==> src/rtl/bms_pkg.sv <==
/*
  shared constants and mode type for the ballast mode and fault sequencer.
  assumes a 100 MHz system clock; analogue thresholds live in outside comparators.
*/
`default_nettype none
package bms_pkg;
  localparam int CLK_PERIOD_NS    = 10;
  localparam int DEAD_TIME_NS     = 1600;
  localparam int DEAD_CYCLES      = (DEAD_TIME_NS + CLK_PERIOD_NS - 1) / CLK_PERIOD_NS;
  // switching period; the bridge generator counts it out in clkEn-enabled clk_sys cycles, so clkEn also sets the drive frequency
  localparam int SWITCH_PERIOD_NS = 25000;
  localparam int PERIOD_CYCLES    = SWITCH_PERIOD_NS / CLK_PERIOD_NS;
  localparam int HALF_CYCLES      = PERIOD_CYCLES / 2;
  localparam int PHASE_W          = 12;
  localparam logic [PHASE_W-1:0] PHASE_ZERO = 12'h000;
  localparam logic [PHASE_W-1:0] LOW_END    = PHASE_W'(HALF_CYCLES - DEAD_CYCLES);
  localparam logic [PHASE_W-1:0] LOW_LAST   = PHASE_W'(HALF_CYCLES - DEAD_CYCLES - 1);
  localparam logic [PHASE_W-1:0] HIGH_START = PHASE_W'(HALF_CYCLES);
  localparam logic [PHASE_W-1:0] HIGH_END   = PHASE_W'(PERIOD_CYCLES - DEAD_CYCLES);
  localparam logic [PHASE_W-1:0] PHASE_LAST = PHASE_W'(PERIOD_CYCLES - 1);

  localparam int CNT_W = 7;
  localparam logic [CNT_W-1:0] CNT_ZERO          = 7'h00;
  localparam logic [CNT_W-1:0] CNT_ONE           = 7'h01;
  localparam logic [CNT_W-1:0] FAULT_EVENT_LIMIT = 7'h41;

  // comparator input positions in the synchronised vector
  localparam int NUM_CMP      = 10;
  localparam int CMP_VCC_ON   = 0;
  localparam int CMP_VCC_LOW  = 1;
  localparam int CMP_PH_RUN   = 2;
  localparam int CMP_PH_THIRD = 3;
  localparam int CMP_OC       = 4;
  localparam int CMP_BUS_UV   = 5;
  localparam int CMP_WIN_HI   = 6;
  localparam int CMP_WIN_LO   = 7;
  localparam int CMP_SD_REM   = 8;
  localparam int CMP_SD_INS   = 9;
  localparam logic [NUM_CMP-1:0] CMP_RESET = 10'h000;

  typedef enum logic [2:0] {
    MD_LOCKOUT,
    MD_PREHEAT,
    MD_IGNITION,
    MD_RUN,
    MD_FAULT,
    MD_BROWNOUT
  } bms_mode_t;
endpackage
`default_nettype wire

==> src/rtl/bms_drive_if.sv <==
/*
  carrier between the sequencer and its half-bridge pulse generator.
  assumes both ends share clk_sys.
*/
`default_nettype none
interface bms_drive_if;
  logic clkEn;
  logic oscEnable;
  logic lowSide;
  logic highSide;
  logic cycleEnd;
  modport gen (input clkEn, input oscEnable, output lowSide, output highSide, output cycleEnd);
  modport seq (output clkEn, output oscEnable, input lowSide, input highSide, input cycleEnd);
endinterface
`default_nettype wire

==> src/rtl/bms_bridge_gen.sv <==
/*
  half-bridge pulse generator: 50 percent duty with fixed dead time.
  assumes enable and clock enable come from the sequencer on clk_sys.
*/
`default_nettype none
module bms_bridge_gen
  import bms_pkg::*;
(
  input wire logic    clk_sys,
  input wire logic    rstn,
  bms_drive_if.gen    drive
);
  logic [PHASE_W-1:0] phase_q;

  always_ff @(posedge clk_sys) begin
    if (!rstn) begin
      phase_q <= PHASE_ZERO;
    end else if (drive.clkEn) begin
      if (!drive.oscEnable || phase_q == PHASE_LAST) begin
        phase_q <= PHASE_ZERO;
      end else begin
        phase_q <= phase_q + 12'h001;
      end
    end
  end

  // outputs lag the phase by one cycle; both lag equally so dead time holds
  always_ff @(posedge clk_sys) begin
    if (!rstn) begin
      drive.lowSide  <= 1'b0;
      drive.highSide <= 1'b0;
      drive.cycleEnd <= 1'b0;
    end else if (drive.clkEn) begin
      drive.lowSide  <= drive.oscEnable && (phase_q < LOW_END);
      drive.highSide <= drive.oscEnable && (phase_q >= HIGH_START) && (phase_q < HIGH_END);
      drive.cycleEnd <= drive.oscEnable && (phase_q == LOW_LAST);
    end
  end
endmodule // bms_bridge_gen
`default_nettype wire

==> src/rtl/bms_sequencer.sv <==
/*
  ballast mode sequencer and fault supervisor: lockout, preheat, ignition, run,
  fault and bus brown-out, with the up/down bridge over-current counter.
  assumes all threshold inputs are asynchronous comparator outputs and that
  lockout of the supply is reported by the supply comparators.
*/
`default_nettype none
module bms_sequencer
  import bms_pkg::*;
(
  input  wire logic clk_sys,
  input  wire logic rstn,
  input  wire logic clkEn,
  input  wire logic supplyAboveStart,
  input  wire logic supplyBelowLockout,
  input  wire logic preheatAboveRunLevel,
  input  wire logic preheatBelowThird,
  input  wire logic bridgeOverCurrent,
  input  wire logic busUnderVoltage,
  input  wire logic windowAboveUpper,
  input  wire logic windowBelowLower,
  input  wire logic shutdownAboveRemoval,
  input  wire logic shutdownBelowReinsertion,
  output wire logic highSideDrive,
  output wire logic lowSideDrive,
  output wire logic boostGateEnable,
  output wire logic boostHighGain,
  output wire logic preheatDischarge,
  output wire logic preheatDropToThird,
  output wire logic rampDischarge,
  output wire logic rampRaise,
  output wire logic supplyDischarge
);
  bms_drive_if drive ();

  bms_mode_t            mode_q;
  bms_mode_t            mode_d;
  logic [NUM_CMP-1:0]   cmpRaw;
  logic [NUM_CMP-1:0]   sync1_q;
  logic [NUM_CMP-1:0]   sync2_q;
  logic [NUM_CMP-1:0]   sync3_q;
  logic [NUM_CMP-1:0]   cmp_q;
  logic                 runLevelPrev_q;
  logic                 runEdge;
  logic                 dropping_q;
  logic                 restartArmed_q;
  logic                 ocSeen_q;
  logic                 ocThisCycle;
  logic [CNT_W-1:0]     faultCount_q;
  logic                 countEnable;
  logic                 limitHit;
  logic                 oscEnable_q;
  logic                 highSide_q;
  logic                 lowSide_q;
  logic                 boostEnable_q;
  logic                 highGain_q;
  logic                 phDischarge_q;
  logic                 phDrop_q;
  logic                 rampDischarge_q;
  logic                 rampRaise_q;
  logic                 supplyDischarge_q;

  // modes in which the oscillator runs and the gates may switch
  function automatic logic drivesAllowed(input bms_mode_t m);
    drivesAllowed = (m == MD_PREHEAT) || (m == MD_IGNITION) || (m == MD_RUN);
  endfunction

  assign cmpRaw = {shutdownBelowReinsertion, shutdownAboveRemoval, windowBelowLower,
                   windowAboveUpper, busUnderVoltage, bridgeOverCurrent, preheatBelowThird,
                   preheatAboveRunLevel, supplyBelowLockout, supplyAboveStart};

  // three stages; a change is accepted only once stages two and three agree
  always_ff @(posedge clk_sys) begin
    if (!rstn) begin
      sync1_q <= CMP_RESET;
      sync2_q <= CMP_RESET;
      sync3_q <= CMP_RESET;
    end else if (clkEn) begin
      sync1_q <= cmpRaw;
      sync2_q <= sync1_q;
      sync3_q <= sync2_q;
    end
  end

  genvar gi;
  generate
    for (gi = 0; gi < NUM_CMP; gi++) begin : g_cmp
      always_ff @(posedge clk_sys) begin
        if (!rstn) begin
          cmp_q[gi] <= 1'b0;
        end else if (clkEn && (sync2_q[gi] == sync3_q[gi])) begin
          cmp_q[gi] <= sync3_q[gi];
        end
      end
    end
  endgenerate

  always_ff @(posedge clk_sys) begin
    if (!rstn) begin
      runLevelPrev_q <= 1'b0;
    end else if (clkEn) begin
      runLevelPrev_q <= cmp_q[CMP_PH_RUN];
    end
  end

  assign runEdge = cmp_q[CMP_PH_RUN] && !runLevelPrev_q;

  // over-current counts only while the low side conducts
  assign ocThisCycle = ocSeen_q || (drive.lowSide && cmp_q[CMP_OC]);
  assign countEnable = (mode_q == MD_PREHEAT) || (mode_q == MD_RUN);
  assign limitHit    = countEnable && drive.cycleEnd && ocThisCycle
                       && (faultCount_q == FAULT_EVENT_LIMIT - CNT_ONE);

  always_ff @(posedge clk_sys) begin
    if (!rstn) begin
      ocSeen_q <= 1'b0;
    end else if (clkEn) begin
      if (drive.cycleEnd) begin
        ocSeen_q <= 1'b0;
      end else if (drive.lowSide && cmp_q[CMP_OC]) begin
        ocSeen_q <= 1'b1;
      end
    end
  end

  always_ff @(posedge clk_sys) begin
    if (!rstn) begin
      faultCount_q <= CNT_ZERO;
    end else if (clkEn) begin
      if (!countEnable || mode_d == MD_LOCKOUT || mode_d == MD_FAULT) begin
        faultCount_q <= CNT_ZERO;
      end else if (drive.cycleEnd) begin
        if (ocThisCycle) begin
          faultCount_q <= faultCount_q + CNT_ONE;
        end else if (faultCount_q != CNT_ZERO) begin
          faultCount_q <= faultCount_q - CNT_ONE;
        end
      end
    end
  end

  always_comb begin
    mode_d = mode_q;
    if (cmp_q[CMP_VCC_LOW] && mode_q != MD_LOCKOUT) begin
      mode_d = MD_LOCKOUT;
    end else begin
      case (mode_q)
        MD_LOCKOUT: begin
          if (cmp_q[CMP_VCC_ON] && restartArmed_q && cmp_q[CMP_SD_INS]) begin
            mode_d = MD_PREHEAT;
          end
        end
        MD_PREHEAT: begin
          if (limitHit) begin
            mode_d = MD_FAULT;
          end else if (dropping_q && cmp_q[CMP_PH_THIRD]) begin
            mode_d = MD_IGNITION;
          end
        end
        MD_IGNITION: begin
          // window and counter are not looked at here
          if (runEdge) begin
            mode_d = MD_RUN;
          end
        end
        MD_RUN: begin
          if (cmp_q[CMP_BUS_UV]) begin
            mode_d = MD_BROWNOUT;
          end else if (limitHit) begin
            mode_d = MD_FAULT;
          end else if (cmp_q[CMP_WIN_HI] || cmp_q[CMP_WIN_LO]) begin
            mode_d = MD_FAULT;
          end
        end
        MD_FAULT: begin
          if (cmp_q[CMP_SD_REM]) begin
            mode_d = MD_LOCKOUT;
          end
        end
        MD_BROWNOUT: begin
          mode_d = MD_BROWNOUT;
        end
        default: begin
          mode_d = MD_LOCKOUT;
        end
      endcase
    end
  end

  always_ff @(posedge clk_sys) begin
    if (!rstn) begin
      mode_q <= MD_LOCKOUT;
    end else if (clkEn) begin
      mode_q <= mode_d;
    end
  end

  // first crossing starts the quick drop to a third of supply
  always_ff @(posedge clk_sys) begin
    if (!rstn) begin
      dropping_q <= 1'b0;
    end else if (clkEn) begin
      if (mode_d != MD_PREHEAT) begin
        dropping_q <= 1'b0;
      end else if (runEdge) begin
        dropping_q <= 1'b1;
      end
    end
  end

  // power-up needs only a low shutdown input; after a fault the lamp must be
  // removed and put back before preheat starts again
  always_ff @(posedge clk_sys) begin
    if (!rstn) begin
      restartArmed_q <= 1'b1;
    end else if (clkEn) begin
      if (mode_q == MD_FAULT && mode_d == MD_LOCKOUT) begin
        restartArmed_q <= 1'b0;
      end else if (mode_q == MD_LOCKOUT && cmp_q[CMP_SD_REM]) begin
        restartArmed_q <= 1'b1;
      end
    end
  end

  // outputs follow the next mode so they change in the same cycle as the mode
  always_ff @(posedge clk_sys) begin
    if (!rstn) begin
      oscEnable_q     <= 1'b0;
      highSide_q      <= 1'b0;
      lowSide_q       <= 1'b0;
      boostEnable_q   <= 1'b0;
      highGain_q      <= 1'b0;
      phDischarge_q   <= 1'b1;
      phDrop_q        <= 1'b0;
      rampDischarge_q <= 1'b1;
    end else if (clkEn) begin
      oscEnable_q     <= drivesAllowed(mode_d);
      highSide_q      <= drivesAllowed(mode_d) && drive.highSide;
      lowSide_q       <= drivesAllowed(mode_d) && drive.lowSide;
      boostEnable_q   <= drivesAllowed(mode_d);
      highGain_q      <= (mode_d == MD_PREHEAT) || (mode_d == MD_IGNITION);
      phDischarge_q   <= !drivesAllowed(mode_d);
      phDrop_q        <= (mode_d == MD_PREHEAT) && (dropping_q || runEdge)
                         && !cmp_q[CMP_PH_THIRD];
      rampDischarge_q <= (mode_d != MD_IGNITION) && (mode_d != MD_RUN);
    end
  end

  // one raise per over-current cycle, only while ignition lasts
  always_ff @(posedge clk_sys) begin
    if (!rstn) begin
      rampRaise_q <= 1'b0;
    end else if (clkEn) begin
      if (mode_d != MD_IGNITION) begin
        rampRaise_q <= 1'b0;
      end else if (drive.cycleEnd) begin
        rampRaise_q <= ocThisCycle;
      end
    end
  end

  // the supply pull-down stays on until the supply itself reaches lockout
  always_ff @(posedge clk_sys) begin
    if (!rstn) begin
      supplyDischarge_q <= 1'b0;
    end else if (clkEn) begin
      supplyDischarge_q <= (mode_d == MD_BROWNOUT);
    end
  end

  assign drive.clkEn     = clkEn;
  assign drive.oscEnable = oscEnable_q;

  bms_bridge_gen u_gen (
    .clk_sys (clk_sys),
    .rstn    (rstn),
    .drive   (drive)
  );

  assign highSideDrive      = highSide_q;
  assign lowSideDrive       = lowSide_q;
  assign boostGateEnable    = boostEnable_q;
  assign boostHighGain      = highGain_q;
  assign preheatDischarge   = phDischarge_q;
  assign preheatDropToThird = phDrop_q;
  assign rampDischarge      = rampDischarge_q;
  assign rampRaise          = rampRaise_q;
  assign supplyDischarge    = supplyDischarge_q;
endmodule // bms_sequencer
`default_nettype wire

==> config.mk <==
export PLATFORM = sky130hd
export DESIGN_NAME = bms_sequencer
export DESIGN_NICKNAME = d
export VERILOG_FILES = /design/src/rtl/bms_pkg.sv /design/src/rtl/bms_drive_if.sv /design/src/rtl/bms_bridge_gen.sv /design/src/rtl/bms_sequencer.sv
export SDC_FILE = /design/constraint.sdc
export NUM_CORES = 1
export LEC_CHECK = 0
export ABC_CLOCK_PERIOD_IN_PS = 2900
export BUFFER_PORTS_ARGS = -buffer_cell sky130_fd_sc_hd__clkbuf_2
export CAP_MARGIN = 15
export CORE_MARGIN = 8
export CORE_UTILIZATION = 60
export CTS_CLUSTER_DIAMETER = 40
export DETAILED_ROUTE_END_ITERATION = 8
export GPL_TIMING_DRIVEN = 0
export PLACE_DENSITY_LB_ADDON = 0.3
export SKIP_LAST_GASP = 1
export SYNTH_ARGS = -nofsm -noshare
export SYNTH_HDL_FRONTEND = slang
export SYNTH_SLANG_ARGS = --single-unit
==> constraint.sdc <==
create_clock -name clk_sys -period 2.9 [get_ports clk_sys]
set_input_delay 0.145 -clock clk_sys [delete_from_list [all_inputs] [get_ports clk_sys]]
set_output_delay 0.145 -clock clk_sys [all_outputs]
set_load 0.05 [all_outputs]
Word-level counts from Yosys, hierarchy flattened --
Cells that the tools add are included.
Word-level totals: word-level logic and storage cells 146, output and inout port bits 9, flip-flop bits (word level) 78
Cells by class: eq/ne operators 26, add/sub/neg operators 3, order comparisons 3, multiplexer cells 23, reductions and logical operators 59
Operators by type and width (count):
- $logic_and 1x1->1 | 30
- $mux 7 | 4
- $mux 3 | 9
- $pmux 3 s6 | 1
- $add 12x1->12 const B | 1
- $eq 12x11->1 const B | 1
- $eq 12x12->1 const B | 1
- $eq 3x2->1 const B | 4
- $eq 3x3->1 const B | 4
- $ge 12x11->1 const B | 1
- $lt 12x11->1 const B | 1
- $lt 12x12->1 const B | 1
- $mux 12 | 1
- $eq 1x1->1 | 10
- $reduce_bool 2->1 | 5
- $logic_or 1x1->1 | 9
- $mux 1 | 8
- $reduce_and 2->1 | 4
- $add 7x1->7 const B | 1
- $eq 7x7->1 const B | 1
- $reduce_bool 7->1 | 1
- $sub 7x1->7 const B | 1
- $eq 3x1->1 const B | 2
- $logic_not 3->1 | 2
- 5 further kinds | 11

Longest topological paths before layout --
depth in word-level cells 14, gate-level depth with buffers 8, gate-level depth less buffers 8

Cells and area by module --
From an unflattened synthesis, not the netlist that was laid out.
Unflattened totals: cell total of the unflattened synthesis 400, area total of the unflattened synthesis 3729.8 um^2
By module, submodules not included:
- bms_sequencer | seq. area each 1261.2 um^2, times used 1, cells an instance 303, area an instance 2929.1 um^2
- bms_bridge_gen | seq. area each 300.3 um^2, times used 1, cells an instance 97, area an instance 800.8 um^2

Worst setup path before layout --
Ideal clock, no wire load.
path kind flip-flop to flip-flop, from register cmp_q[4], to register faultCount_q[6], slack 0.525 ns, cell stages (with the launch flop) 9, setup time 0.117 ns, data required time 2.783 ns, arrival 2.258 ns, buffers on the path 0, cell sequence dfxtp_1 a21oi_1 ha_1 a211oi_1 o21bai_1 a21oi_1 xor2_1 o2111a_1 o22a_1
Between the ends: cells in the longest elaborated chain, start to end 13
Ends and longest elaborated chain:
- start, declared | RTL line bms_sequencer.sv:42 | logic [NUM_CMP-1:0] cmp_q;
- start signal, assigned by index | RTL line bms_sequencer.sv:92 | cmp_q[gi] <= sync3_q[gi];
- $logic_and 1x1->1 (*) | RTL line bms_sequencer.sv:109 | assign ocThisCycle = ocSeen_q || (drive.lowSide && cmp_q[CMP_OC]);
- $logic_or 1x1->1 (*) | RTL line bms_sequencer.sv:109
- $logic_and 1x1->1 | RTL line bms_sequencer.sv:111 | assign limitHit = countEnable && drive.cycleEnd && ocThisCycle
- $logic_and 1x1->1 | RTL line bms_sequencer.sv:112 | && (faultCount_q == FAULT_EVENT_LIMIT - CNT_ONE);
- $mux 3 | RTL line bms_sequencer.sv:169 | end else if (limitHit) begin
- $mux 3 | RTL line bms_sequencer.sv:167 | if (cmp_q[CMP_BUS_UV]) begin
- $pmux 3 s6 | RTL line bms_sequencer.sv:147 | case (mode_q)
- $mux 3 | RTL line bms_sequencer.sv:144 | if (cmp_q[CMP_VCC_LOW] && mode_q != MD_LOCKOUT) begin
- $logic_not 3->1 | RTL line bms_sequencer.sv:130 | if (!countEnable || mode_d == MD_LOCKOUT || mode_d == MD_FAULT) begin
- $logic_or 1x1->1 (2 in series) | RTL line bms_sequencer.sv:130
- $reduce_bool 3->1 (no line) or $reduce_bool 2->1 (tied branches)
- $reduce_and 3->1 (no line)
- end signal, assigned | RTL line bms_sequencer.sv:134 | faultCount_q <= faultCount_q + CNT_ONE;
- end signal, assigned | RTL line bms_sequencer.sv:136 | faultCount_q <= faultCount_q - CNT_ONE;
- end, declared | RTL line bms_sequencer.sv:49 | logic [CNT_W-1:0] faultCount_q;
Mark *: on every way between the ends. The rest lies on a longest branch, timed or not. The select of a mux whose other input is x is not followed. A chain may end at the register's enable or synchronous reset.

Worst setup path in the final report --
from register cmp_q[4], to register faultCount_q[0]
The elaborated chain is that of the path after synthesis.

==> qor.yml <==
global_routing:
  grt_max_degree: 14
  grt_usage: 0.186
  grt_pass1_wl_mm: 13.3
  gr-total-overflow: 0
  grt_antenna_before_repair: 0
  grt_pass1_vias: 2851
route:
  remaining_drc_errors: 0
  final_antenna_net_count: 0
  post_drt_wl_per_cell_um: 15.1
  via_count: 2925
  drtIter0Drc: 192
  drt_pre_antenna_iters: 4
  routed_wl_mm: 7.66
  drt-vias-per-instance: 5.76
final_layout:
  final_common_cell: "dfxtp_1"
  area_delta_synth_final_pct: 10.5
  design_area_um2: 4050
  final_cells: 508
  antenna_cells: 0
  fin_nets: 449
  layout_common_cells: "78 x dfxtp_1, 39 x nor2b_1, 32 x nand2_1"
  drive_above_1_share: 0.113
clocking:
  clock_latency_ns: 0.35
  post_cts_buffers: 0
  numCtsBuffers: 9
  cts_tree: "done"
  cts_root_buffer: "clkbuf_8"
  htreeDepth: 3
  cts.clk_slew.worst_paths_ns: 0.08
  clock-sinks: 78
  cts.path.max_buffers: 2
logic_synthesis:
  syn_area_um2: 3660
  async_flop_share: 0
  ys_warn_count: 0
  ys_ff_latch: 78
  synth_cells: 397
  synth_flop_cell: "dfxtp_1"
  syn-num-nets: 418
  synth-edff-count: 0
  avgSynthCellArea_um2: 9.23
  ys_seq_area_frac: 0.426
  ys_types: 55
critical_path:
  crit_chain: "a21oi_2, o41ai_1, o221a_2, o21ai_2, nor3b_1, mux2_2"
  critPathBufInv: 0
  slowest_delay_ns: 0.67
  timing.rr.end: "faultCount_q[0]"
  startpoint_type: "flip-flop"
  r2r-start: "cmp_q[4]"
  arrival_ns: 2.89
  critPathCaptureType: "flip-flop"
  critPathTopFamily: "compound AO/OA/AOI/OAI gates"
  ff2ff_path_depth: 6
  required_ns: 3.20
  crit_type: "reg -> reg"
  path_max_fanout: 11
  slowest_stage: "nor3b_1"
  r2r_setup_slack_ns: 0.31
pwr:
  leakage_uw: 0.00163
  ir_worst_vdd_v: 0.000411
  power_density_nw_per_um2: 504
die:
  die_w_um: 94.2
  core_um2: 5920
  ioPinCount: 22
  die_h_um: 94.2
  rows: 28
  start_util: 0.619
  die-area_um2: 8870
sta:
  finalSetupTns_ns: 0
  min_period_ns: 2.59
  final-setup-viol-count: 0
  fin_skew_ns: 0.00712
  layout_setup_ws_ns: 0.306
  drv_slew: 0
  rsz0062_at_grt: "no"
  hold_viol: 0
  slew_headroom: 0.486
  finalCritPeriodShare: 0.895
  max_freq_ghz: 0.385
  worst_slew_pin_slew_ns: 0.769
place:
  dp_slack_ns: 0.114
  gp_congestion: 0.883
  dp.cells: 492
  place_area_um2: 3860
  dp_hpwl_mm: 5.49
  numPortBuffers: 20
min_path:
  min_path_type: "in -> reg"
  min-delay-start: "busUnderVoltage"
  min_to: "sync1_q[5]"
  hold_depth: 3
outcome:
  outcome: "completed"
run:
  drv_cap: 0
==> sequential cells by signal, indices dropped and copies added, names as in the netlist, 3 cells and up <==
| name | flops |
|---|---|
| faultCount_q | 7 |
| sync3_q | 10 |
| sync1_q | 10 |
| mode_q | 3 |
| sync2_q | 10 |
| cmp_q | 10 |
| u_gen.phase_q | 12 |
==> worst min-delay path: stages <==
cell and delay, ns:
clkbuf_2 0.08, mux2i_1 0.05, nor2b_1 0.09
==> power by group <==
| group | switching (uW) | total, uW | internal, uW |
|---|---|---|---|
| Sequential | 15.9 | 1110 | 1090 |
| Clock | 403 | 799 | 397 |
| Combinational | 81.6 | 135 | 53.2 |
==> cell usage after synthesis (3+ instances only) <==
| cell | number | area [um^2] |
|---|---|---|
| a211oi_1 | 3 | 22.5 |
| a21boi_0 | 13 | 97.6 |
| a21o_1 | 11 | 82.6 |
| a21oi_1 | 14 | 70.1 |
| a22o_1 | 4 | 35.0 |
| a31oi_1 | 3 | 18.8 |
| a32o_1 | 3 | 30.0 |
| and2_1 | 3 | 18.8 |
| clkbuf_1 | 19 | 71.3 |
| dfxtp_1 | 78 | 1560 |
| ha_1 | 7 | 87.6 |
| inv_1 | 7 | 26.3 |
| mux2i_1 | 31 | 310 |
| nand2_1 | 32 | 120 |
| nand2b_1 | 3 | 18.8 |
| nand3_1 | 6 | 30.0 |
| nand4_1 | 5 | 31.3 |
| nor2_1 | 26 | 97.6 |
| nor2b_1 | 39 | 244 |
| nor3b_1 | 3 | 22.5 |
| nor4b_1 | 3 | 26.3 |
| o21a_1 | 4 | 30.0 |
| o21ai_0 | 24 | 120 |
| or2_2 | 4 | 25.0 |
| xnor2_1 | 7 | 61.3 |
| xor2_1 | 9 | 78.8 |
==> timing repair <==
action                     CTS  global route
resized for setup            0             1
setup endpoints to repair    0             6
hold buffers                 0             0
==> layout make-up <==
| cell class | instances | area [um^2] |
|---|---|---|
| Fill cell | 457 | 1870 |
| Buffer | 20 | 75.1 |
| Sequential cell | 78 | 1560 |
| Clock inverter | 6 | 61.3 |
| Clock buffer | 10 | 128 |
| Tap cell | 75 | 93.8 |
| Timing Repair Buffer | 20 | 100 |
| Multi-Input combinational cell | 292 | 2010 |
| Inverter | 7 | 26.3 |
==> logic make-up after synthesis <==
logic type,count (synthesis),share of synthesized area
AO/OA/AOI/OAI,97,0.185
AND/OR/NAND/NOR,139,0.206
flip-flops,78,0.426
adder cells (fa/ha/maj),8,0.0294
multiplexers,32,0.0877
buffers and inverters,27,0.0277
XOR/XNOR,16,0.0382
==> per-stage QoR <==
stage / hold slack (ns) / utilization / total power [uW]
CTS: 0.0445 / 0.684 / 2050
finish: 0.0521 / 0.684 / 2040
floorplan: 0.314 / - / 1230
global placement: 0.405 / 0.652 / 1260
global route: 0.0542 / 0.684 / 2120
detailed placement: 0.413 / 0.652 / 1270
==> layer usage <==
layer	vias up	share of wire	global-route usage
li1	1463	-	-
met1	1374	0.47	0.229
met2	69	0.47	0.300
met3	19	0.041	0.0400
met4	0	0.023	0.0925
met5	-	0	0
==> how the worst max path moves through the flow <==
stage	start	depth (start not counted)	to
3_5_place_dp	cmp_q[4]	6	faultCount_q[0]
5_1_grt	u_gen.drive.lowSide	6	faultCount_q[0]
6_report	cmp_q[4]	6	faultCount_q[0]
4_1_cts	cmp_q[4]	6	faultCount_q[0]
3_3_place_gp	cmp_q[4]	6	faultCount_q[0]
2_1_floorplan	cmp_q[4]	8	faultCount_q[6]
No activity file was read; power rests on OpenSTA's default activity.
